--- src/verilog/adcsq_map.vh ---
`ifndef ADCSQ_MAP_VH
`define ADCSQ_MAP_VH
// Register byte offsets
`define ADCSQ_OFS_PRI 10'h020
`define ADCSQ_OFS_INIT 10'h028
`define ADCSQ_OFS_AVG 10'h030
`define ADCSQ_OFS_ACT 10'h000
`define ADCSQ_OFS_TRIG 10'h014
`define ADCSQ_OFS_STAT 10'h03C
`define ADCSQ_ADDR_W 10
// Priority field positions
`define ADCSQ_PRI_S0 0
`define ADCSQ_PRI_S1 4
`define ADCSQ_PRI_S2 8
`define ADCSQ_PRI_S3 12
`define ADCSQ_PRI_RST 8'hE4
// Averaging field
`define ADCSQ_AVG_LSB 0
`define ADCSQ_AVG_MSB 2
`define ADCSQ_AVG_RST 3'h0
// Trigger source: processor
`define ADCSQ_TRIG_CPU 4'h0
`define ADCSQ_TRIG_W 4
`define ADCSQ_DATA_W 10
`define ADCSQ_ACC_W 16
`define ADCSQ_NSEQ 4
`endif

--- src/verilog/adcsq_arbiter.v ---
`timescale 1ns/100ps
`include "adcsq_map.vh"
module adcsq_arbiter (
	// Pending and priority codes
	input wire [3:0] pend,
	input wire [7:0] codes,
	// Winner
	output reg [3:0] grant
);
	integer i;
	integer lvl;
	always @* begin
		grant = 4'h0;
		for (lvl = 3; lvl >= 0; lvl = lvl - 1) begin
			for (i = 0; i < 4; i = i + 1) begin
				if (pend[i] && codes[2*i +: 2] == lvl[1:0]) begin
					grant = 4'h0;
					grant[i] = 1'b1;
				end
			end
		end
	end
endmodule

--- src/verilog/adcsq_averager.v ---
`timescale 1ns/100ps
`include "adcsq_map.vh"
module adcsq_averager (
	// Clock and reset
	input wire clk,
	input wire reset,
	// Control
	input wire [2:0] avg_exp,
	input wire start,
	// Conversion in
	input wire conv_valid,
	input wire [`ADCSQ_DATA_W-1:0] conv_data,
	// Result out
	output reg res_valid_ff,
	output reg [`ADCSQ_DATA_W-1:0] res_data_ff
);
	reg [`ADCSQ_ACC_W-1:0] acc_ff;
	reg [6:0] cnt_ff;
	wire [6:0] need = 7'h01 << avg_exp;
	wire [`ADCSQ_ACC_W-1:0] sum = acc_ff + {6'h00, conv_data};
	wire [`ADCSQ_ACC_W-1:0] shifted = sum >> avg_exp;
	always @(posedge clk) begin
		if (reset || start) begin
			acc_ff <= 16'h0000;
			cnt_ff <= 7'h00;
			res_valid_ff <= 1'b0;
			res_data_ff <= 10'h000;
		end else begin
			res_valid_ff <= 1'b0;
			if (conv_valid) begin
				if (cnt_ff + 7'h01 == need) begin
					// Zero exponent passes straight through
					res_data_ff <= shifted[`ADCSQ_DATA_W-1:0];
					res_valid_ff <= 1'b1;
					acc_ff <= 16'h0000;
					cnt_ff <= 7'h00;
				end else begin
					acc_ff <= sum;
					cnt_ff <= cnt_ff + 7'h01;
				end
			end
		end
	end
endmodule

--- src/verilog/adcsq_top.v ---
// How it works
// - Priority code 0 is most urgent, code 3 least urgent.
// - Reset priority codes are 0,1,2,3 for sequencers 0 to 3.
// - Priority fields sit at 13:12, 9:8, 5:4, 1:0; others read zero.
// - Writing one to initiate bit n triggers sequencer n.
// - Software trigger only starts a sequencer that is enabled.
// - Initiate register is write-only; reads return zero.
// - One write may initiate any subset of sequencers.
// - Simultaneous triggers run in priority order, most urgent first.
// - Each result averages two to the exponent conversions; field at 2:0.
// - Exponent zero passes conversions through unaveraged.
// - Exponent six averages 64 conversions per result.
// - Averaging control resets to zero.
// - Software initiation applies to sequencers whose trigger source is processor.
`timescale 1ns/100ps
`include "adcsq_map.vh"
module adcsq_top (
	// Clock and reset
	input clk,
	input reset,
	// Avalon-MM slave
	input [`ADCSQ_ADDR_W-1:0] address,
	input read,
	input write,
	input [31:0] writedata,
	output reg [31:0] readdata_ff,
	output reg waitrequest_ff,
	// Hardware triggers, one per sequencer, from other clock or pins
	input [3:0] hw_trig,
	// Converter
	input conv_done,
	input [`ADCSQ_DATA_W-1:0] conv_data,
	output reg conv_start_ff,
	output reg [3:0] active_seq_ff,
	output reg conv_busy_ff,
	// Averaged result to sequencer FIFO
	output reg res_valid_ff,
	output reg [`ADCSQ_DATA_W-1:0] res_data_ff,
	output reg [3:0] res_seq_ff
);
	reg [7:0] pri_ff;
	reg [2:0] avg_ff;
	reg [3:0] act_ff;
	reg [15:0] trig_sel_ff;
	reg [3:0] pend_ff;
	reg [3:0] hw_s1_ff;
	reg [3:0] hw_s2_ff;
	reg [3:0] hw_s3_ff;
	reg [3:0] init_pulse_ff;
	reg [6:0] conv_left_ff;
	reg [3:0] nxt_pend;
	reg [31:0] nxt_rdata;
	wire [3:0] grant;
	wire [3:0] sw_ok;
	wire [3:0] hw_rise;
	wire avg_valid;
	wire [`ADCSQ_DATA_W-1:0] avg_data;
	wire req = (read || write) && waitrequest_ff;
	wire wr_hit = write && waitrequest_ff;
	wire [6:0] seq_len = 7'h01 << avg_ff;

	localparam ST_IDLE = 3'b001;
	localparam ST_RUN = 3'b010;
	localparam ST_DONE = 3'b100;
	reg [2:0] state_ff;

	// Pin triggers pass two flops, then rising edge detect
	always @(posedge clk) begin
		if (reset) begin
			hw_s1_ff <= 4'h0;
			hw_s2_ff <= 4'h0;
			hw_s3_ff <= 4'h0;
		end else begin
			hw_s1_ff <= hw_trig;
			hw_s2_ff <= hw_s1_ff;
			hw_s3_ff <= hw_s2_ff;
		end
	end
	assign hw_rise = hw_s2_ff & ~hw_s3_ff;

	// Per-sequencer software trigger qualification
	genvar g;
	generate
		for (g = 0; g < `ADCSQ_NSEQ; g = g + 1) begin : g_seq
			assign sw_ok[g] = init_pulse_ff[g] && act_ff[g] &&
				trig_sel_ff[4*g +: 4] == `ADCSQ_TRIG_CPU;
		end
	endgenerate

	adcsq_arbiter u_arb (
		.pend(pend_ff),
		.codes(pri_ff),
		.grant(grant)
	);

	// Bus slave: one wait cycle, answer at second edge
	always @(posedge clk) begin
		if (reset) begin
			waitrequest_ff <= 1'b1;
			readdata_ff <= 32'h00000000;
			pri_ff <= `ADCSQ_PRI_RST;
			avg_ff <= `ADCSQ_AVG_RST;
			act_ff <= 4'h0;
			trig_sel_ff <= 16'h0000;
			init_pulse_ff <= 4'h0;
		end else begin
			init_pulse_ff <= 4'h0;
			waitrequest_ff <= ~req;
			if (req)
				readdata_ff <= nxt_rdata;
			if (wr_hit) begin
				case (address)
				`ADCSQ_OFS_PRI: begin
					pri_ff[1:0] <= writedata[`ADCSQ_PRI_S0 +: 2];
					pri_ff[3:2] <= writedata[`ADCSQ_PRI_S1 +: 2];
					pri_ff[5:4] <= writedata[`ADCSQ_PRI_S2 +: 2];
					pri_ff[7:6] <= writedata[`ADCSQ_PRI_S3 +: 2];
				end
				`ADCSQ_OFS_INIT: init_pulse_ff <= writedata[3:0];
				`ADCSQ_OFS_AVG: avg_ff <= writedata[`ADCSQ_AVG_MSB:`ADCSQ_AVG_LSB];
				`ADCSQ_OFS_ACT: act_ff <= writedata[3:0];
				`ADCSQ_OFS_TRIG: trig_sel_ff <= writedata[15:0];
				default: begin
				end
				endcase
			end
		end
	end

	always @* begin
		nxt_rdata = 32'h00000000;
		case (address)
		`ADCSQ_OFS_PRI: begin
			nxt_rdata[`ADCSQ_PRI_S0 +: 2] = pri_ff[1:0];
			nxt_rdata[`ADCSQ_PRI_S1 +: 2] = pri_ff[3:2];
			nxt_rdata[`ADCSQ_PRI_S2 +: 2] = pri_ff[5:4];
			nxt_rdata[`ADCSQ_PRI_S3 +: 2] = pri_ff[7:6];
		end
		`ADCSQ_OFS_AVG: nxt_rdata[`ADCSQ_AVG_MSB:`ADCSQ_AVG_LSB] = avg_ff;
		`ADCSQ_OFS_ACT: nxt_rdata[3:0] = act_ff;
		`ADCSQ_OFS_TRIG: nxt_rdata[15:0] = trig_sel_ff;
		`ADCSQ_OFS_STAT: nxt_rdata[8:0] = {conv_busy_ff, pend_ff, active_seq_ff};
		default: nxt_rdata = 32'h00000000;
		endcase
	end

	// Pending triggers: new set wins over the clear by grant
	always @* begin
		nxt_pend = pend_ff;
		if (state_ff == ST_IDLE)
			nxt_pend = nxt_pend & ~grant;
		nxt_pend = nxt_pend | sw_ok | (hw_rise & act_ff);
	end

	// Sequencing of converter runs
	always @(posedge clk) begin
		if (reset) begin
			state_ff <= ST_IDLE;
			pend_ff <= 4'h0;
			active_seq_ff <= 4'h0;
			conv_start_ff <= 1'b0;
			conv_busy_ff <= 1'b0;
			conv_left_ff <= 7'h00;
			res_valid_ff <= 1'b0;
			res_data_ff <= 10'h000;
			res_seq_ff <= 4'h0;
		end else begin
			pend_ff <= nxt_pend;
			conv_start_ff <= 1'b0;
			res_valid_ff <= avg_valid;
			res_data_ff <= avg_data;
			res_seq_ff <= active_seq_ff;
			case (state_ff)
			ST_IDLE: begin
				if (|grant) begin
					active_seq_ff <= grant;
					conv_start_ff <= 1'b1;
					conv_busy_ff <= 1'b1;
					conv_left_ff <= seq_len;
					state_ff <= ST_RUN;
				end
			end
			ST_RUN: begin
				if (conv_done) begin
					if (conv_left_ff == 7'h01)
						state_ff <= ST_DONE;
					else
						conv_start_ff <= 1'b1;
					conv_left_ff <= conv_left_ff - 7'h01;
				end
			end
			ST_DONE: begin
				conv_busy_ff <= 1'b0;
				state_ff <= ST_IDLE;
			end
			default: state_ff <= ST_IDLE;
			endcase
		end
	end

	adcsq_averager u_avg (
		.clk(clk),
		.reset(reset),
		.avg_exp(avg_ff),
		.start(conv_start_ff && state_ff == ST_RUN && conv_left_ff == seq_len),
		.conv_valid(conv_done && state_ff == ST_RUN),
		.conv_data(conv_data),
		.res_valid_ff(avg_valid),
		.res_data_ff(avg_data)
	);
endmodule

--- config.mk ---
export PLATFORM = sky130hd
export DESIGN_NAME = adcsq_top
export DESIGN_NICKNAME = d
export VERILOG_FILES = /design/src/verilog/adcsq_arbiter.v /design/src/verilog/adcsq_averager.v /design/src/verilog/adcsq_top.v
export VERILOG_INCLUDE_DIRS = /design/src /design/src/verilog
export SDC_FILE = /design/constraint.sdc
export NUM_CORES = 1
export LEC_CHECK = 0
export BUFFER_PORTS_ARGS = -buffer_cell sky130_fd_sc_hd__clkbuf_2
export CAP_MARGIN = 40
export CORE_AREA = 8 8 128 130
export CTS_CLUSTER_SIZE = 8
export DETAILED_ROUTE_END_ITERATION = 16
export DIE_AREA = 0 0 136 138
export GPL_TIMING_DRIVEN = 1
export MAX_ROUTING_LAYER = met4
export PLACE_DENSITY = 0.81
export SYNTH_ARGS = -nofsm -noshare
export SYNTH_HDL_FRONTEND = slang
export SYNTH_SLANG_ARGS = --single-unit
--- constraint.sdc ---
create_clock -name clk -period 2.7 [get_ports clk]
set_input_delay 0.27 -clock clk [delete_from_list [all_inputs] [get_ports clk]]
set_output_delay 0.27 -clock clk [all_outputs]
set_load 0.02 [all_outputs]
# Yosys cells after proc, flatten, opt, wreduce, memory -nomap -nowiden
# Cells that the tools add are included.
# totals
ff_bits	133
input_bits	61
out_inout_bits	54
elab_cells	162
# op_classes
add_sub_neg	3
eq_ne	26
mux	43
bitwise	11
reduce_logical	54
shifts	2
# ops
operator	n
two-way mux 4 bit	14
equality test 10 x 6 -> 1 bit, second input constant	4
logical AND 1 bit	29
two-way mux 7 bit	3
adder 16 x 10 -> 16 bit	1
equality test 2 bit, second input constant	8
zero test 4 bit	4
two-way mux 16 bit	1
>> shifter 16 x 3 -> 10 bit	1
equality test 7 bit	2
one-hot mux 7 bit (2 select lines)	1
AND reduction 2 bit	7
bitwise AND 4 bit	3
two-way mux 3 bit	4
equality test 10 x 5 -> 1 bit, second input constant	1
zero test 10 bit	1
one-hot mux 2 bit (5 select lines)	1
equality test 2 x 1 -> 1 bit, second input constant	4
zero test 2 bit	4
inverter 4 bit	2
bitwise OR 4 bit	2
one-hot mux 2 bit (2 select lines)	2
adder 7 x 1 -> 7 bit, second input constant	1
equality test 7 x 1 -> 1 bit, second input constant	1
other kinds (21)	38

# Logic depth before layout (Yosys ltp)
# Gate-level depths: netlist of the first run.
# logic_depth
ltp_word	23
mapped_depth	10
depth_no_buf	10

# Hierarchy
# From an unflattened synthesis of the first run, not the netlist that was laid out.
# unflattened
hier_cells	951
hier_area_um2	7568.5
# by_module_without_submodules
module	instances	area_each_um2	seq_area_each_um2	cells_per_inst
adcsq_top	1	4443.0	1981.9	529
adcsq_averager	1	2780.2	680.7	370
adcsq_arbiter	1	345.3	0.0	52

# Worst setup path before layout of the first run
# No wires, ideal clock.
# synth_path
path_kind	flip-flop to flip-flop
startpoint	reg u_avg.acc_ff[0]
endpoint	reg u_avg.res_data_ff[7]
arrival_time_ns	2.537
stages_incl_launch_ff	11
t_required_ns	2.585
period_less_slack_ns	2.652
n_path_buf	0
path_slack_ns	0.048
cell_sequence	dfxtp_1 -> ha_1 -> inv_1 -> fa_1 -> nor2b_4 -> o31a_1 -> or3_4 -> a221oi_2 -> nor3_1 -> mux4_2 -> a31o_1
# synth_via
elab_chain_cells	2
# synth_lines
item	line	source
start: declaration	adcsq_averager.v:17	reg [`ADCSQ_ACC_W-1:0] acc_ff;
start signal: assignment	adcsq_averager.v:38	acc_ff <= sum;
adder 16 x 10 -> 16 bit	adcsq_averager.v:20	wire [`ADCSQ_ACC_W-1:0] sum = acc_ff + {6'h00, conv_data};
>> shifter 16 x 3 -> 10 bit	adcsq_averager.v:21	wire [`ADCSQ_ACC_W-1:0] shifted = sum >> avg_exp;
end signal: assignment	adcsq_averager.v:33	res_data_ff <= shifted[`ADCSQ_DATA_W-1:0];
end: declaration	adcsq_averager.v:15	output reg [`ADCSQ_DATA_W-1:0] res_data_ff
# No other way between the ends.
# A chain may end at the register's enable or synchronous reset.

# Final worst setup path of the first run
# Same ends and word-level chain as after synthesis.

==> results of run 1 <==
## cells by family (layout without fill, tap and decap cells)
| kind of cell | Yosys count | count (layout) | synth area share (%) |
|---|---|---|---|
| AND/OR/NAND/NOR | 375 | 375 | 26.6 |
| AO/OA/AOI/OAI | 240 | 240 | 22.7 |
| flip-flops | 133 | 133 | 36.3 |
| buffers and inverters | 96 | 212 | 6.19 |
| multiplexers | 23 | 23 | 4.31 |
| adder cells (fa/ha/maj) | 14 | 14 | 2.49 |
| XOR/XNOR | 12 | 12 | 1.43 |
| other | 1 | 16 | 0.0511 |
## layout make-up
cell class              instances  area [um^2]
flip-flops and latches        133         2670
clock inverters                12          129
multi-input cells             680         4440
clock buffers                  19          443
fillers                      1182         5310
inverters                      25         93.8
repair buffers                156         1000
well taps                     184          230
## power by group through the flow
stage          sequential [mW]  combinational (mW)  clock (mW)
3_3_place_gp              2.04               0.264           0
2_1_floorplan             2.05               0.165           0
4_1_cts                   2.00               0.270        2.26
5_1_grt                   2.00               0.304        2.35
3_5_place_dp              2.04               0.267           0
6_report                  2.00               0.280        2.24
## state kept, by name, summed over array words and instances (netlist names), 7 cells and up
name,count
readdata_ff,16
trig_sel_ff,16
u_avg.acc_ff,16
res_data_ff,10
u_avg.res_data_ff,10
pri_ff,8
conv_left_ff,7
u_avg.cnt_ff,7
## worst max path at each step
stage,startpoint,to,cells past startpoint
global placement,conv_data[0],u_avg.res_data_ff[6]$_SDFFE_PP0P_,13
CTS,u_avg.acc_ff[0]$_SDFFE_PP0P_,u_avg.res_data_ff[7]$_SDFFE_PP0P_,11
finish,u_avg.acc_ff[0]$_SDFFE_PP0P_,u_avg.res_data_ff[7]$_SDFFE_PP0P_,11
floorplan,u_avg.acc_ff[0]$_SDFFE_PP0P_,u_avg.res_data_ff[7]$_SDFFE_PP0P_,10
global route,u_avg.acc_ff[0]$_SDFFE_PP0P_,u_avg.res_data_ff[7]$_SDFFE_PP0P_,11
detailed placement,conv_data[0],u_avg.res_data_ff[6]$_SDFFE_PP0P_,13
## what timing repair did
action	4_1_cts	5_1_grt
resized for setup	12	24
hold buffers	0	0
pin swaps	11	14
buffers inserted	1	2
endpoints found under the setup margin	9	13
## through the flow
stage | worst slack, ps | hold WS (ps)
6_report | -115 | 59.7
5_1_grt | -184 | 71.7
4_1_cts | -13.5 | 54.1
3_5_place_dp | -193 | 428
3_3_place_gp | -210 | 420
2_1_floorplan | 47.6 | 392
## cell usage in the layout (no fill, tap or decap), types with 26 or more instances in the layout
| master | instances |
|---|---|
| sky130_fd_sc_hd__nor2_1 | 74 |
| sky130_fd_sc_hd__buf_4 | 71 |
| sky130_fd_sc_hd__clkbuf_2 | 81 |
| sky130_fd_sc_hd__nand2_1 | 104 |
| sky130_fd_sc_hd__nand3_1 | 32 |
| sky130_fd_sc_hd__a21oi_1 | 75 |
| sky130_fd_sc_hd__dfxtp_1 | 131 |
| sky130_fd_sc_hd__nor3_1 | 26 |
| sky130_fd_sc_hd__nor2b_1 | 29 |
| sky130_fd_sc_hd__o21ai_0 | 31 |
## synth_stat cells, types with 6 or more instances
cell	count
sky130_fd_sc_hd__dfxtp_1	133
sky130_fd_sc_hd__nand2_1	104
sky130_fd_sc_hd__a21oi_1	77
sky130_fd_sc_hd__nor2_1	74
sky130_fd_sc_hd__clkbuf_1	40
sky130_fd_sc_hd__nand3_1	34
sky130_fd_sc_hd__o21ai_0	31
sky130_fd_sc_hd__nor2b_1	29
sky130_fd_sc_hd__nor3_1	26
sky130_fd_sc_hd__inv_1	23
sky130_fd_sc_hd__buf_4	17
sky130_fd_sc_hd__a211oi_1	15
sky130_fd_sc_hd__mux2i_1	14
sky130_fd_sc_hd__and2_1	13
sky130_fd_sc_hd__ha_1	13
sky130_fd_sc_hd__a221oi_1	12
sky130_fd_sc_hd__buf_2	12
sky130_fd_sc_hd__and3_1	11
sky130_fd_sc_hd__o211ai_1	10
sky130_fd_sc_hd__a31oi_1	9
sky130_fd_sc_hd__nand3b_1	9
sky130_fd_sc_hd__nor4_1	9
sky130_fd_sc_hd__or3_1	9
sky130_fd_sc_hd__xnor2_1	9
sky130_fd_sc_hd__a22oi_1	7
sky130_fd_sc_hd__nand2b_1	7
sky130_fd_sc_hd__nand4_1	7
sky130_fd_sc_hd__o21a_1	7
sky130_fd_sc_hd__o31ai_1	7
sky130_fd_sc_hd__a2111oi_0	6
sky130_fd_sc_hd__a222oi_1	6
sky130_fd_sc_hd__or4_1	6
## routing by layer
layer	vias up	share of wire, %	track usage, %	wire [um]
li1	3483	-	-	-
met1	3444	43	29.4	9080
met2	431	44	32.1	9240
met3	72	10	4.35	2220
met4	0	3.2	10.2	685
met5	-	0	-	0
==> impl_results.html, run 1 <==
<table>
<tr><th>Metric</th><th>Value</th></tr>
<tr><th colspan="2">Drt</th></tr>
<tr><td>Number of DRC violations after detailed-routing iteration 0</td><td>933</td></tr>
<tr><td>DRC viols</td><td>0</td></tr>
<tr><td>Average wire per standard cell</td><td>17.6 um</td></tr>
<tr><td>Number of vias in the routed layout</td><td>7430</td></tr>
<tr><td>Iteration count of the initial detailed-routing pass</td><td>6</td></tr>
<tr><td>Post-detailed-route via-to-cell ratio</td><td>6.15</td></tr>
<tr><td>Antenna-violating nets left</td><td>0</td></tr>
<tr><td>WL final</td><td>21200 um</td></tr>
<tr><th colspan="2">Place</th></tr>
<tr><td># placed instances</td><td>1176</td></tr>
<tr><td>Last weighted congestion value of the routability-driven placer</td><td>0.973</td></tr>
<tr><td>Placed inst area</td><td>0.00826 mm^2</td></tr>
<tr><td>Detailed-placement wirelength estimate</td><td>15000 um</td></tr>
<tr><td>Number of buffers inserted by port buffering</td><td>82</td></tr>
<tr><th colspan="2">Synth</th></tr>
<tr><td>Leading register cell type out of synthesis</td><td>sky130_fd_sc_hd__dfxtp_1</td></tr>
<tr><td>Count of flip-flops with a built-in enable after synthesis</td><td>0</td></tr>
<tr><td>Top-area cell type share of the netlist area</td><td>36.3%</td></tr>
<tr><td>Post-Synthesis Mean Instance Area</td><td>8.21 um^2</td></tr>
<tr><td>#FFs+latches synth</td><td>133</td></tr>
<tr><td>Syn Inst Count</td><td>894</td></tr>
<tr><td>Cell accounting for the most synthesized area</td><td>sky130_fd_sc_hd__dfxtp_1</td></tr>
<tr><td>Area contributors post-synth</td><td>sky130_fd_sc_hd__dfxtp_1 (36%), sky130_fd_sc_hd__nand2_1 (5.3%), sky130_fd_sc_hd__a21oi_1 (5.2%), sky130_fd_sc_hd__nor2_1 (3.8%), sky130_fd_sc_hd__nor2b_1 (2.5%)</td></tr>
<tr><td>Register area share after synthesis</td><td>36.3%</td></tr>
<tr><td>Async SR Flop Fraction</td><td>0%</td></tr>
<tr><td>Distinct cells, synth</td><td>84</td></tr>
<tr><td>Syn. warnings</td><td>0</td></tr>
<tr><td>Area of the mapped netlist</td><td>0.00734 mm^2</td></tr>
<tr><th colspan="2">Setup path</th></tr>
<tr><td>Critical Path Sink Type</td><td>register</td></tr>
<tr><td>Critical Path Source Type</td><td>register</td></tr>
<tr><td>Highest net fanout along the worst path</td><td>6</td></tr>
<tr><td>Critical path buffers and inverters</td><td>2</td></tr>
<tr><td>Cells along the critical path</td><td>ha_4 &gt; inv_2 &gt; fa_2 &gt; nor2b_4 &gt; o31a_1 &gt; buf_4 &gt; o31a_1 &gt; o2111ai_2 &gt; and2_4 &gt; mux4_2 &gt; a31o_1</td></tr>
<tr><td>Required @ worst endpoint</td><td>3010 ps</td></tr>
<tr><td>Crit-path leading delay family</td><td>compound AO/OA/AOI/OAI gates</td></tr>
<tr><td>Reg2reg path depth</td><td>11</td></tr>
<tr><td>Max stage delay on crit path</td><td>460 ps</td></tr>
<tr><td>Worst reg2reg path startpoint</td><td>u_avg.acc_ff[0]$_SDFFE_PP0P_</td></tr>
<tr><td>Data arrival time at the worst-slack endpoint</td><td>3130 ps</td></tr>
<tr><td>Most numerous cell on the critical path</td><td>sky130_fd_sc_hd__o31a_1</td></tr>
<tr><td>R2R setup slack</td><td>-110 ps</td></tr>
<tr><td>Type of the setup path with the least slack</td><td>register to register</td></tr>
<tr><td>Worst path slowest cell</td><td>sky130_fd_sc_hd__mux4_2</td></tr>
<tr><td>Critical R2R Capture</td><td>u_avg.res_data_ff[7]$_SDFFE_PP0P_</td></tr>
<tr><th colspan="2">CTS</th></tr>
<tr><td>Bufs on Longest Clock Path</td><td>2</td></tr>
<tr><td>Later-pin clock latency in the skew report</td><td>420 ps</td></tr>
<tr><td>Number of H-tree levels</td><td>4</td></tr>
<tr><td>Sinks on Clock Net</td><td>133</td></tr>
<tr><td>Clock Pin Slew Worst Setup and Hold Paths</td><td>60 ps</td></tr>
<tr><td>Clock tree from TritonCTS</td><td>built</td></tr>
<tr><td>TritonCTS buffer count</td><td>17</td></tr>
<tr><td>Clock root buffer master</td><td>sky130_fd_sc_hd__clkbuf_16</td></tr>
<tr><th colspan="2">Pwr</th></tr>
<tr><td>Switching share of power</td><td>23.4%</td></tr>
<tr><td>Part of the total power dissipated in sequential elements</td><td>44.2%</td></tr>
<tr><td>Pwr Total</td><td>4.52 mW</td></tr>
<tr><td>Pwr Density</td><td>502 mW/mm^2</td></tr>
<tr><td>Fraction of power consumed by combinational cells</td><td>6.2%</td></tr>
<tr><td>Leakage power</td><td>3.59 nW</td></tr>
<tr><td>Proportion of power drawn by the clock network</td><td>49.7%</td></tr>
<tr><td>Net switching power of the design</td><td>1.06 mW</td></tr>
<tr><td>Design internal power</td><td>3.46 mW</td></tr>
<tr><td>Maximum ir drop on the vdd rail</td><td>426 uV</td></tr>
<tr><th colspan="2">Die</th></tr>
<tr><td>I/O pin cnt</td><td>115</td></tr>
<tr><td>Die ar.</td><td>0.0188 mm^2</td></tr>
<tr><td>Standard-cell row count</td><td>44</td></tr>
<tr><td>Overall die width</td><td>136 um</td></tr>
<tr><td>Initial core utilization</td><td>51.3%</td></tr>
<tr><td>Height of the die</td><td>138 um</td></tr>
<tr><td>Standard cell core area</td><td>0.0143 mm^2</td></tr>
<tr><th colspan="2">Timing</th></tr>
<tr><td>Smallest setup slack after layout</td><td>-115 ps</td></tr>
<tr><td>Number of slew-limit violations in the final report</td><td>0</td></tr>
<tr><td>Setup repair after global routing missed its margin</td><td>true</td></tr>
<tr><td>Setup Skew</td><td>7.28 ps</td></tr>
<tr><td>Minimum clock period</td><td>2810 ps</td></tr>
<tr><td>Relative slew slack</td><td>49.8%</td></tr>
<tr><td>Total of endpoints with negative setup slack in the final report</td><td>4</td></tr>
<tr><td>Period utilization</td><td>104%</td></tr>
<tr><td>Highest clock rate</td><td>0.355 GHz</td></tr>
<tr><td>Total negative slack for setup checks</td><td>-252 ps</td></tr>
<tr><td>Final Hold Vio Count</td><td>0</td></tr>
<tr><td>Transition at the pin with the smallest max-transition slack</td><td>753 ps</td></tr>
<tr><th colspan="2">Worst hold path</th></tr>
<tr><td>Min-Delay Path Class</td><td>input pin to register</td></tr>
<tr><td>Instance count along the most critical hold path</td><td>2</td></tr>
<tr><td>Destination of the worst hold path</td><td>hw_s1_ff[2]$_SDFF_PP0_</td></tr>
<tr><td>Startpoint of the tightest hold check path</td><td>hw_trig[2]</td></tr>
<tr><th colspan="2">Final layout</th></tr>
<tr><td>Ant diodes</td><td>0</td></tr>
<tr><td>Share of layout cells above drive strength 1</td><td>24.4%</td></tr>
<tr><td>Post-synthesis to final-layout area growth</td><td>22.7%</td></tr>
<tr><td>Final non-filler cell area</td><td>0.00901 mm^2</td></tr>
<tr><td>Final #Nets</td><td>1088</td></tr>
<tr><td>Utilization after layout</td><td>62.9%</td></tr>
<tr><td>Filler-free cell count of the finished design</td><td>1209</td></tr>
<tr><th colspan="2">GRT</th></tr>
<tr><td>Vias in the first global route</td><td>6806</td></tr>
<tr><td>Wire length of the first global-routing pass</td><td>33800 um</td></tr>
<tr><td>Maximum number of pins on one net before global-route repair</td><td>64</td></tr>
<tr><td>Initial antenna violation count</td><td>0</td></tr>
<tr><td>Global-route congestion overflow total</td><td>0</td></tr>
<tr><td>GRT Util Overall</td><td>22.3%</td></tr>
<tr><th colspan="2">Run</th></tr>
<tr><td>Max-cap viol count</td><td>0</td></tr>
<tr><th colspan="2">Status</th></tr>
<tr><td>Status</td><td>finished, violations left</td></tr>
<tr><td>Violations in the final reports</td><td>negative setup slack</td></tr>
</table>
No activity file was read; power rests on OpenSTA's default activity.
==> run 2: changes to the inputs <==
--- a/config.mk
+++ b/config.mk
@@ -15,6 +15,7 @@
 export GPL_TIMING_DRIVEN = 1
 export MAX_ROUTING_LAYER = met4
 export PLACE_DENSITY = 0.81
+export SETUP_SLACK_MARGIN = 0.1
 export SYNTH_ARGS = -nofsm -noshare
 export SYNTH_HDL_FRONTEND = slang
 export SYNTH_SLANG_ARGS = --single-unit
==> run 2 against run 1 <==
The run still ends with negative setup slack left. Flip-flop and latch count is the same. Clock skew is 2.0 ps higher. Critical path type unchanged. Global-route usage is 1.3 points higher. Clock power is 8.9% higher. Worst hold slack better by 1.5 ps. Largest power group unchanged.
==> impl_results.html, run 2 (synthesized netlist as in run 1, its figures left out) <==
<table>
<tr><th>Metric</th><th>Value</th></tr>
<tr><th colspan="2">Worst hold path</th></tr>
<tr><td>Destination of the worst hold path</td><td>hw_s1_ff[2]$_SDFF_PP0_</td></tr>
<tr><td>Min-Delay Path Class</td><td>input pin to register</td></tr>
<tr><td>Instance count along the most critical hold path</td><td>2 (unchanged)</td></tr>
<tr><td>Startpoint of the tightest hold check path</td><td>hw_trig[2]</td></tr>
<tr><th colspan="2">Place</th></tr>
<tr><td>Last weighted congestion value of the routability-driven placer</td><td>0.961 (-1.2%)</td></tr>
<tr><td>Setup Slack @ Placement</td><td>-329 ps (-136 ps)</td></tr>
<tr><td>Detailed-placement wirelength estimate</td><td>15700 um (+4.8%)</td></tr>
<tr><td>Number of buffers inserted by port buffering</td><td>82 (unchanged)</td></tr>
<tr><th colspan="2">Final layout</th></tr>
<tr><td>Commonest cells after routing, fill and taps aside</td><td>sky130_fd_sc_hd__dfxtp_1 (127), sky130_fd_sc_hd__nand2_1 (104), sky130_fd_sc_hd__clkbuf_2 (81)</td></tr>
<tr><td>Post-synthesis to final-layout area growth</td><td>23.9%</td></tr>
<tr><td>Final #Nets</td><td>1091 (+0.28%)</td></tr>
<tr><td>Multi-input gate area</td><td>0.00446 mm^2 (+0.45%)</td></tr>
<tr><td>Most common cell after layout, fill and taps aside</td><td>sky130_fd_sc_hd__dfxtp_1</td></tr>
<tr><td>Largest regs</td><td>readdata_ff (16), trig_sel_ff (16), u_avg.acc_ff (16)</td></tr>
<tr><td>Ant diodes</td><td>0 (unchanged)</td></tr>
<tr><td>Count of filler cells inserted in the layout</td><td>1215 (+2.8%)</td></tr>
<tr><td>Share of layout cells above drive strength 1</td><td>25.1% (+0.71 points)</td></tr>
<tr><td>Area occupied by registers</td><td>0.00267 mm^2 (+0.19%)</td></tr>
<tr><th colspan="2">Status</th></tr>
<tr><td>Status</td><td>finished, violations left</td></tr>
<tr><td>Violations in the final reports</td><td>negative setup slack</td></tr>
<tr><th colspan="2">CTS</th></tr>
<tr><td>Later-pin clock latency in the skew report</td><td>420 ps (about the same)</td></tr>
<tr><td>TritonCTS buffer count</td><td>17 (unchanged)</td></tr>
<tr><td>Clock tree from TritonCTS</td><td>built</td></tr>
<tr><td>Clock root buffer master</td><td>sky130_fd_sc_hd__clkbuf_16</td></tr>
<tr><td>Sinks on Clock Net</td><td>133 (unchanged)</td></tr>
<tr><td>Clock Pin Slew Worst Setup and Hold Paths</td><td>60 ps (about the same)</td></tr>
<tr><td>Bufs on Longest Clock Path</td><td>2 (unchanged)</td></tr>
<tr><td>Count of hold buffers inserted by post-cts repair</td><td>0 (unchanged)</td></tr>
<tr><td>Number of H-tree levels</td><td>4 (unchanged)</td></tr>
<tr><th colspan="2">Die</th></tr>
<tr><td>Die ar.</td><td>0.0188 mm^2 (unchanged)</td></tr>
<tr><td>Height of the die</td><td>138 um (unchanged)</td></tr>
<tr><td>Initial core utilization</td><td>51.3% (unchanged)</td></tr>
<tr><td>Standard cell core area</td><td>0.0143 mm^2 (unchanged)</td></tr>
<tr><td>Standard-cell row count</td><td>44 (unchanged)</td></tr>
<tr><td>I/O pin cnt</td><td>115 (unchanged)</td></tr>
<tr><td>Overall die width</td><td>136 um (unchanged)</td></tr>
<tr><th colspan="2">Drt</th></tr>
<tr><td>Iteration count of the initial detailed-routing pass</td><td>6 (unchanged)</td></tr>
<tr><td>Average wire per standard cell</td><td>18.3 um (+4.4%)</td></tr>
<tr><td>Post-detailed-route via-to-cell ratio</td><td>6.17 (+0.46%)</td></tr>
<tr><td>Antenna-violating nets left</td><td>0 (unchanged)</td></tr>
<tr><td>Number of DRC violations after detailed-routing iteration 0</td><td>1006 (+7.8%)</td></tr>
<tr><td>WL final</td><td>22200 um (+4.6%)</td></tr>
<tr><td>Number of vias in the routed layout</td><td>7483 (+0.71%)</td></tr>
<tr><td>DRC viols</td><td>0 (unchanged)</td></tr>
<tr><th colspan="2">Setup path</th></tr>
<tr><td>Critical Path Source Type</td><td>register</td></tr>
<tr><td>Highest net fanout along the worst path</td><td>6 (unchanged)</td></tr>
<tr><td>R2R setup slack</td><td>-20 ps (+90 ps)</td></tr>
<tr><td>Cells along the critical path</td><td>ha_4 &gt; inv_2 &gt; fa_2 &gt; nor2b_4 &gt; o31a_1 &gt; or3_4 &gt; a222oi_1 &gt; buf_4 &gt; mux4_2 &gt; a31o_1 &gt; a31o_1</td></tr>
<tr><td>Reg2reg path depth</td><td>11 (unchanged)</td></tr>
<tr><td>Data arrival time at the worst-slack endpoint</td><td>3030 ps (-100 ps)</td></tr>
<tr><td>Worst reg2reg path startpoint</td><td>u_avg.acc_ff[0]$_SDFFE_PP0P_</td></tr>
<tr><td>Worst path slowest cell</td><td>sky130_fd_sc_hd__mux4_2</td></tr>
<tr><td>Critical R2R Capture</td><td>u_avg.res_data_ff[7]$_SDFFE_PP0P_</td></tr>
<tr><td>Critical path buffers and inverters</td><td>2 (unchanged)</td></tr>
<tr><td>Crit-path leading delay family</td><td>compound AO/OA/AOI/OAI gates</td></tr>
<tr><td>Most numerous cell on the critical path</td><td>sky130_fd_sc_hd__a31o_1</td></tr>
<tr><td>Max stage delay on crit path</td><td>470 ps (about the same)</td></tr>
<tr><td>Type of the setup path with the least slack</td><td>register to register</td></tr>
<tr><td>Critical Path Sink Type</td><td>register</td></tr>
<tr><td>Required @ worst endpoint</td><td>3010 ps (about the same)</td></tr>
<tr><th colspan="2">GRT</th></tr>
<tr><td>GRT Util Overall</td><td>23.6% (+1.3 points)</td></tr>
<tr><td>Global-route congestion overflow total</td><td>0 (unchanged)</td></tr>
<tr><td>Wire length of the first global-routing pass</td><td>35300 um (+4.6%)</td></tr>
<tr><td>Initial antenna violation count</td><td>0 (unchanged)</td></tr>
<tr><td>Maximum number of pins on one net before global-route repair</td><td>51 (-20%)</td></tr>
<tr><td>Vias in the first global route</td><td>6937 (+1.9%)</td></tr>
<tr><th colspan="2">Timing</th></tr>
<tr><td>Final Hold Vio Count</td><td>0 (unchanged)</td></tr>
<tr><td>Period utilization</td><td>101% (-3.3 points)</td></tr>
<tr><td>Smallest setup slack after layout</td><td>-24.8 ps (+90.2 ps)</td></tr>
<tr><td>Setup Skew</td><td>9.30 ps (+2.02 ps)</td></tr>
<tr><td>Total of endpoints with negative setup slack in the final report</td><td>2 (-2)</td></tr>
<tr><td>Minimum clock period</td><td>2720 ps (-90.2 ps)</td></tr>
<tr><td>Total negative slack for setup checks</td><td>-36.1 ps (+216 ps)</td></tr>
<tr><td>Number of slew-limit violations in the final report</td><td>0 (unchanged)</td></tr>
<tr><td>Setup repair after global routing missed its margin</td><td>true</td></tr>
<tr><td>Transition at the pin with the smallest max-transition slack</td><td>742 ps (-10.3 ps)</td></tr>
<tr><td>Relative slew slack</td><td>50.5% (+0.69 points)</td></tr>
<tr><td>Highest clock rate</td><td>0.367 GHz (+3.3%)</td></tr>
<tr><th colspan="2">Pwr</th></tr>
<tr><td>Pwr Total</td><td>4.72 mW (+4.3%)</td></tr>
<tr><td>Pwr Density</td><td>518 mW/mm^2 (+3.3%)</td></tr>
<tr><td>Leakage power</td><td>3.60 nW (+0.16%)</td></tr>
<tr><td>Maximum ir drop on the vdd rail</td><td>498 uV (+17%)</td></tr>
<tr><th colspan="2">Run</th></tr>
<tr><td>Max-cap viol count</td><td>0 (unchanged)</td></tr>
</table>
run 2: final cells by class:
cell class	instances	area share, %
timing repair buffer	159	11.2
inverter	25	1.03
sequential	133	29.4
multi-input combinational	680	49.1
tap	184	2.53
clock buffer	19	4.87
clock inverter	12	1.95
run 2: worst max path at each step:
stage,slack (ps),endpoint,cells after the start,from
2_1_floorplan,100,u_avg.res_data_ff[7]$_SDFFE_PP0P_,10,u_avg.acc_ff[0]$_SDFFE_PP0P_
3_3_place_gp,-250,u_avg.res_data_ff[6]$_SDFFE_PP0P_,13,conv_data[0]
3_5_place_dp,-330,u_avg.res_data_ff[6]$_SDFFE_PP0P_,13,conv_data[0]
4_1_cts,-2,u_avg.res_data_ff[6]$_SDFFE_PP0P_,12,u_avg.acc_ff[0]$_SDFFE_PP0P_
5_1_grt,-120,u_avg.res_data_ff[7]$_SDFFE_PP0P_,11,u_avg.acc_ff[0]$_SDFFE_PP0P_
6_report,-20,u_avg.res_data_ff[7]$_SDFFE_PP0P_,11,u_avg.acc_ff[0]$_SDFFE_PP0P_
run 2: per-layer routing:
layer | GRT usage [%] | vias up | share of wire, %
li1 | - | 3490 | -
met1 | 29.9 | 3529 | 43
met2 | 35.3 | 409 | 45
met3 | 5.94 | 55 | 9.5
met4 | 8.73 | 0 | 2.5
met5 | - | - | 0
run 2: what timing repair did:
action / 4_1_cts / 5_1_grt
pin swaps: 19 / 8
resized for setup: 15 / 27
buffers inserted: 4 / 5
endpoints found under the setup margin: 10 / 37
run 2: per-stage QoR:
stage	hold slack (ps)	util (%)	std cells	cell area [um^2]
after floorplan	392	-	909	7430
after global placement	420	57.6	1173	8250
after detailed placement	426	57.6	1173	8250
after CTS	55.2	62.6	1207	8960
after global routing	68.7	63.5	1212	9100
final	61.2	63.5	1212	9100
run 2: report_power, final:
part / internal (mW) / switching, mW / total (mW)
clock network: 1.56 / 0.874 / 2.44
registers: 1.98 / 0.0119 / 2.00
logic: 0.105 / 0.179 / 0.284
total: 3.65 / 1.06 / 4.72
==> run 3: changes to the inputs <==
--- a/config.mk
+++ b/config.mk
@@ -8,14 +8,15 @@
 export LEC_CHECK = 0
 export BUFFER_PORTS_ARGS = -buffer_cell sky130_fd_sc_hd__clkbuf_2
 export CAP_MARGIN = 40
-export CORE_AREA = 8 8 128 130
+export CORE_AREA = 8 8 130 132
 export CTS_CLUSTER_SIZE = 8
 export DETAILED_ROUTE_END_ITERATION = 16
-export DIE_AREA = 0 0 136 138
+export DIE_AREA = 0 0 138 140
 export GPL_TIMING_DRIVEN = 1
 export MAX_ROUTING_LAYER = met4
 export PLACE_DENSITY = 0.81
 export SETUP_SLACK_MARGIN = 0.1
 export SYNTH_ARGS = -nofsm -noshare
 export SYNTH_HDL_FRONTEND = slang
+export SYNTH_HIERARCHICAL = 1
 export SYNTH_SLANG_ARGS = --single-unit
==> run 3 against run 2 <==
The flow now finishes without violations. Clock power down 13%. Design area is 0.83% lower. Die area is 2.9% higher. Sequential share of layout area grew 0.31 points. Highest routed layer unchanged. Combinational power increased by 6%.
==> impl_results.html, run 3 <==
<table>
<tr><th>Metric</th><th>Value</th></tr>
<tr><th colspan="2">Status</th></tr>
<tr><td>Status</td><td>finished, final reports clean</td></tr>
<tr><th colspan="2">Setup path</th></tr>
<tr><td>Reg2reg path depth</td><td>11 (unchanged)</td></tr>
<tr><td>Type of the setup path with the least slack</td><td>register to register</td></tr>
<tr><td>Data arrival time at the worst-slack endpoint</td><td>2840 ps (-190 ps)</td></tr>
<tr><td>Worst reg2reg path startpoint</td><td>u_avg/acc_ff[0]$_SDFFE_PP0P_</td></tr>
<tr><td>Crit-path leading delay family</td><td>compound AO/OA/AOI/OAI gates</td></tr>
<tr><td>Highest net fanout along the worst path</td><td>3 (-3)</td></tr>
<tr><td>Cells along the critical path</td><td>ha_4 &gt; inv_2 &gt; fa_2 &gt; nand2b_4 &gt; a2111oi_4 &gt; a22oi_2 &gt; xnor2_2 &gt; a222oi_1 &gt; o21ai_1 &gt; mux2i_1 &gt; a21oi_1</td></tr>
<tr><td>Required @ worst endpoint</td><td>3000 ps (about the same)</td></tr>
<tr><td>Critical Path Source Type</td><td>register</td></tr>
<tr><td>Critical Path Sink Type</td><td>register</td></tr>
<tr><td>R2R setup slack</td><td>160 ps (+180 ps)</td></tr>
<tr><td>Worst path slowest cell</td><td>sky130_fd_sc_hd__a2111oi_4</td></tr>
<tr><td>Max stage delay on crit path</td><td>390 ps (-80 ps)</td></tr>
<tr><td>Critical path buffers and inverters</td><td>1 (-1)</td></tr>
<tr><td>Critical R2R Capture</td><td>u_avg/res_data_ff[5]$_SDFFE_PP0P_</td></tr>
<tr><th colspan="2">Place</th></tr>
<tr><td># placed instances</td><td>1203 (+2.6%)</td></tr>
<tr><td>Number of buffers inserted by port buffering</td><td>82 (unchanged)</td></tr>
<tr><td>Last weighted congestion value of the routability-driven placer</td><td>0.942 (-1.9%)</td></tr>
<tr><td>Setup Slack @ Placement</td><td>-178 ps (+152 ps)</td></tr>
<tr><td>Detailed-placement wirelength estimate</td><td>15400 um (-1.7%)</td></tr>
<tr><td>Placed inst area</td><td>0.00830 mm^2 (+0.62%)</td></tr>
<tr><th colspan="2">CTS</th></tr>
<tr><td>Number of H-tree levels</td><td>4 (unchanged)</td></tr>
<tr><td>Later-pin clock latency in the skew report</td><td>420 ps (about the same)</td></tr>
<tr><td>Sinks on Clock Net</td><td>133 (unchanged)</td></tr>
<tr><td>TritonCTS buffer count</td><td>17 (unchanged)</td></tr>
<tr><td>Clock root buffer master</td><td>sky130_fd_sc_hd__clkbuf_16</td></tr>
<tr><td>Clock tree from TritonCTS</td><td>built</td></tr>
<tr><td>Bufs on Longest Clock Path</td><td>2 (unchanged)</td></tr>
<tr><td>Count of hold buffers inserted by post-cts repair</td><td>0 (unchanged)</td></tr>
<tr><td>Clock Pin Slew Worst Setup and Hold Paths</td><td>60 ps (about the same)</td></tr>
<tr><th colspan="2">Worst hold path</th></tr>
<tr><td>Destination of the worst hold path</td><td>hw_s1_ff[2]$_SDFF_PP0_</td></tr>
<tr><td>Instance count along the most critical hold path</td><td>2 (unchanged)</td></tr>
<tr><td>Min-Delay Path Class</td><td>input pin to register</td></tr>
<tr><td>Startpoint of the tightest hold check path</td><td>hw_trig[2]</td></tr>
<tr><th colspan="2">Final layout</th></tr>
<tr><td>Area occupied by registers</td><td>0.00268 mm^2 (+0.23%)</td></tr>
<tr><td>Post-synthesis to final-layout area growth</td><td>19.2%</td></tr>
<tr><td>Filler-free cell count of the finished design</td><td>1240 (+2.3%)</td></tr>
<tr><td>Count of filler cells inserted in the layout</td><td>1262 (+3.9%)</td></tr>
<tr><td>Share of layout cells above drive strength 1</td><td>21.5% (-3.6 points)</td></tr>
<tr><td>Commonest cells after routing, fill and taps aside</td><td>sky130_fd_sc_hd__dfxtp_1 (124), sky130_fd_sc_hd__a21oi_1 (87), sky130_fd_sc_hd__clkbuf_2 (81)</td></tr>
<tr><td>Most common cell after layout, fill and taps aside</td><td>sky130_fd_sc_hd__dfxtp_1</td></tr>
<tr><td>Multi-input gate area</td><td>0.00461 mm^2 (+3.3%)</td></tr>
<tr><td>Utilization after layout</td><td>60.7% (-2.9 points)</td></tr>
<tr><td>Final #Nets</td><td>1114 (+2.1%)</td></tr>
<tr><td>Ant diodes</td><td>0 (unchanged)</td></tr>
<tr><td>Largest regs</td><td>readdata_ff (16), trig_sel_ff (16), u_avg/acc_ff (16)</td></tr>
<tr><td>Final non-filler cell area</td><td>0.00902 mm^2 (-0.83%)</td></tr>
<tr><th colspan="2">Die</th></tr>
<tr><td>Overall die width</td><td>138 um (+1.5%)</td></tr>
<tr><td>Die ar.</td><td>0.0193 mm^2 (+2.9%)</td></tr>
<tr><td>Height of the die</td><td>140 um (+1.4%)</td></tr>
<tr><td>I/O pin cnt</td><td>115 (unchanged)</td></tr>
<tr><td>Standard-cell row count</td><td>45 (+2.3%)</td></tr>
<tr><td>Initial core utilization</td><td>50.9% (-0.38 points)</td></tr>
<tr><td>Standard cell core area</td><td>0.0149 mm^2 (+3.8%)</td></tr>
<tr><th colspan="2">Synth</th></tr>
<tr><td>Top-area cell type share of the netlist area</td><td>35.2% (-1.1 points)</td></tr>
<tr><td>Most used standard cell by instance count after synthesis</td><td>sky130_fd_sc_hd__dfxtp_1</td></tr>
<tr><td>#FFs+latches synth</td><td>133 (unchanged)</td></tr>
<tr><td>List of most frequent post-synthesis cells</td><td>sky130_fd_sc_hd__dfxtp_1 (133), sky130_fd_sc_hd__a21oi_1 (89), sky130_fd_sc_hd__o21ai_0 (77), sky130_fd_sc_hd__nand3_1 (68), sky130_fd_sc_hd__nor2_1 (68)</td></tr>
<tr><td>Async SR Flop Fraction</td><td>0% (unchanged)</td></tr>
<tr><td>Count of flip-flops with a built-in enable after synthesis</td><td>0 (unchanged)</td></tr>
<tr><td>Register area share after synthesis</td><td>35.2% (-1.1 points)</td></tr>
<tr><td>Syn Inst Count</td><td>951 (+6.4%)</td></tr>
<tr><td>Leading register cell type out of synthesis</td><td>sky130_fd_sc_hd__dfxtp_1</td></tr>
<tr><td>Area contributors post-synth</td><td>sky130_fd_sc_hd__dfxtp_1 (35%), sky130_fd_sc_hd__a21oi_1 (5.9%), sky130_fd_sc_hd__o21ai_0 (5.1%), sky130_fd_sc_hd__nand3_1 (4.5%), sky130_fd_sc_hd__nor2_1 (3.4%)</td></tr>
<tr><td>Area of the mapped netlist</td><td>0.00757 mm^2 (+3.1%)</td></tr>
<tr><td>Syn. warnings</td><td>6 (+6)</td></tr>
<tr><td>Cell accounting for the most synthesized area</td><td>sky130_fd_sc_hd__dfxtp_1</td></tr>
<tr><td>Distinct cells, synth</td><td>85 (+1.2%)</td></tr>
<tr><td>Post-Synthesis Mean Instance Area</td><td>7.96 um^2 (-3.1%)</td></tr>
<tr><th colspan="2">Timing</th></tr>
<tr><td>Relative slew slack</td><td>52.0% (+1.5 points)</td></tr>
<tr><td>Total of endpoints with negative setup slack in the final report</td><td>0 (-2)</td></tr>
<tr><td>Worst hold slack</td><td>75.2 ps (+14.0 ps)</td></tr>
<tr><td>Highest clock rate</td><td>0.393 GHz (+7.1%)</td></tr>
<tr><td>Minimum clock period</td><td>2540 ps (-181 ps)</td></tr>
<tr><td>Transition at the pin with the smallest max-transition slack</td><td>718 ps (-24.5 ps)</td></tr>
<tr><td>Setup repair after global routing missed its margin</td><td>true</td></tr>
<tr><td>Period utilization</td><td>94.2% (-6.7 points)</td></tr>
<tr><td>Smallest setup slack after layout</td><td>157 ps (+181 ps)</td></tr>
<tr><td>Final Hold Vio Count</td><td>0 (unchanged)</td></tr>
<tr><td>Setup Skew</td><td>9.13 ps (-0.170 ps)</td></tr>
<tr><td>Number of slew-limit violations in the final report</td><td>0 (unchanged)</td></tr>
<tr><td>Total negative slack for setup checks</td><td>0 ps (+36.1 ps)</td></tr>
<tr><th colspan="2">Pwr</th></tr>
<tr><td>Leakage power</td><td>3.40 nW (-5.6%)</td></tr>
<tr><td>Pwr Total</td><td>4.41 mW (-6.5%)</td></tr>
<tr><td>Maximum ir drop on the vdd rail</td><td>417 uV (-16%)</td></tr>
<tr><td>Pwr Density</td><td>489 mW/mm^2 (-5.7%)</td></tr>
<tr><th colspan="2">GRT</th></tr>
<tr><td>Met3 Use GR</td><td>5.65% (-0.30 points)</td></tr>
<tr><td>Met1 Track Usage GR</td><td>24.8% (-5.1 points)</td></tr>
<tr><td>Wire length of the first global-routing pass</td><td>35100 um (-0.76%)</td></tr>
<tr><td>Met2 usage in global routing</td><td>36.3% (+1.0 points)</td></tr>
<tr><td>Initial antenna violation count</td><td>0 (unchanged)</td></tr>
<tr><td>GRT Util Overall</td><td>22.1% (-1.5 points)</td></tr>
<tr><td>Maximum number of pins on one net before global-route repair</td><td>82 (+61%)</td></tr>
<tr><td>Layer carrying the most global-route usage</td><td>met2</td></tr>
<tr><td>Global-route congestion overflow total</td><td>0 (unchanged)</td></tr>
<tr><td>Vias in the first global route</td><td>7262 (+4.7%)</td></tr>
<tr><th colspan="2">Drt</th></tr>
<tr><td>Antenna-violating nets left</td><td>0 (unchanged)</td></tr>
<tr><td>Iteration count of the initial detailed-routing pass</td><td>5 (-1)</td></tr>
<tr><td>Number of DRC violations after detailed-routing iteration 0</td><td>833 (-17%)</td></tr>
<tr><td>WL final</td><td>21700 um (-2.2%)</td></tr>
<tr><td>DRC viols</td><td>0 (unchanged)</td></tr>
<tr><td>Post-detailed-route via-to-cell ratio</td><td>6.13 (-0.65%)</td></tr>
<tr><td>Number of vias in the routed layout</td><td>7606 (+1.6%)</td></tr>
<tr><td>Average wire per standard cell</td><td>17.5 um (-4.4%)</td></tr>
<tr><th colspan="2">Run</th></tr>
<tr><td>Max-cap viol count</td><td>0 (unchanged)</td></tr>
</table>
==> run 3: how the worst max path moves through the flow <==
stage | depth (start not counted) | endpoint | startpoint | slack, ps
final | 11 | u_avg/res_data_ff[5]$_SDFFE_PP0P_ | u_avg/acc_ff[0]$_SDFFE_PP0P_ | 160
after global routing | 11 | u_avg/res_data_ff[5]$_SDFFE_PP0P_ | u_avg/acc_ff[0]$_SDFFE_PP0P_ | 5
after CTS | 11 | u_avg/res_data_ff[5]$_SDFFE_PP0P_ | u_avg/acc_ff[0]$_SDFFE_PP0P_ | 80
after detailed placement | 9 | u_avg/res_data_ff[2]$_SDFFE_PP0P_ | conv_data[6] | -180
after global placement | 9 | u_avg/res_data_ff[2]$_SDFFE_PP0P_ | conv_data[6] | -60
after floorplan | 11 | u_avg/res_data_ff[9]$_SDFFE_PP0P_ | u_avg/acc_ff[0]$_SDFFE_PP0P_ | 140
==> run 3: power breakdown <==
part	internal (mW)	total [mW]	switching, mW
registers	1.98	1.99	0.0107
logic	0.0987	0.300	0.201
clock network	1.21	2.12	0.915
==> run 3: metal layers <==
layer | vias up | part of all wire (%)
met2 | 398 | 48
met1 | 3534 | 40
li1 | 3625 | -
met5 | - | 0
met4 | 0 | 3.0
met3 | 49 | 8.5
==> run 3: final cells by class <==
class | instances | area share (%)
flip-flops and latches | 133 | 29.7
repair buffers | 137 | 9.54
well taps | 188 | 2.61
clock buffers | 19 | 4.91
multi-input cells | 724 | 51.1
inverters | 26 | 1.08
clock inverters | 13 | 1.08
==> run 3: cells by family (layout without fill, tap and decap cells) <==
family	after synthesis	in the layout	synth area share (%)
mux	25	25	3.49
other cells	1	16	0.0495
fa+ha+maj	14	14	2.41
flops	133	133	35.2
simple gates	374	374	27.2
xor+xnor	16	16	1.85
compound gates	279	279	23.0
buf+inv	109	195	6.76
==> run 3: what timing repair did <==
action                                  CTS  global route
endpoints found under the setup margin   10            28
hold endpoints to repair                  0             0
cloned                                    0             0
gates resized for setup                  12            25
pin swaps                                 7            14
setup buffers                             4             1
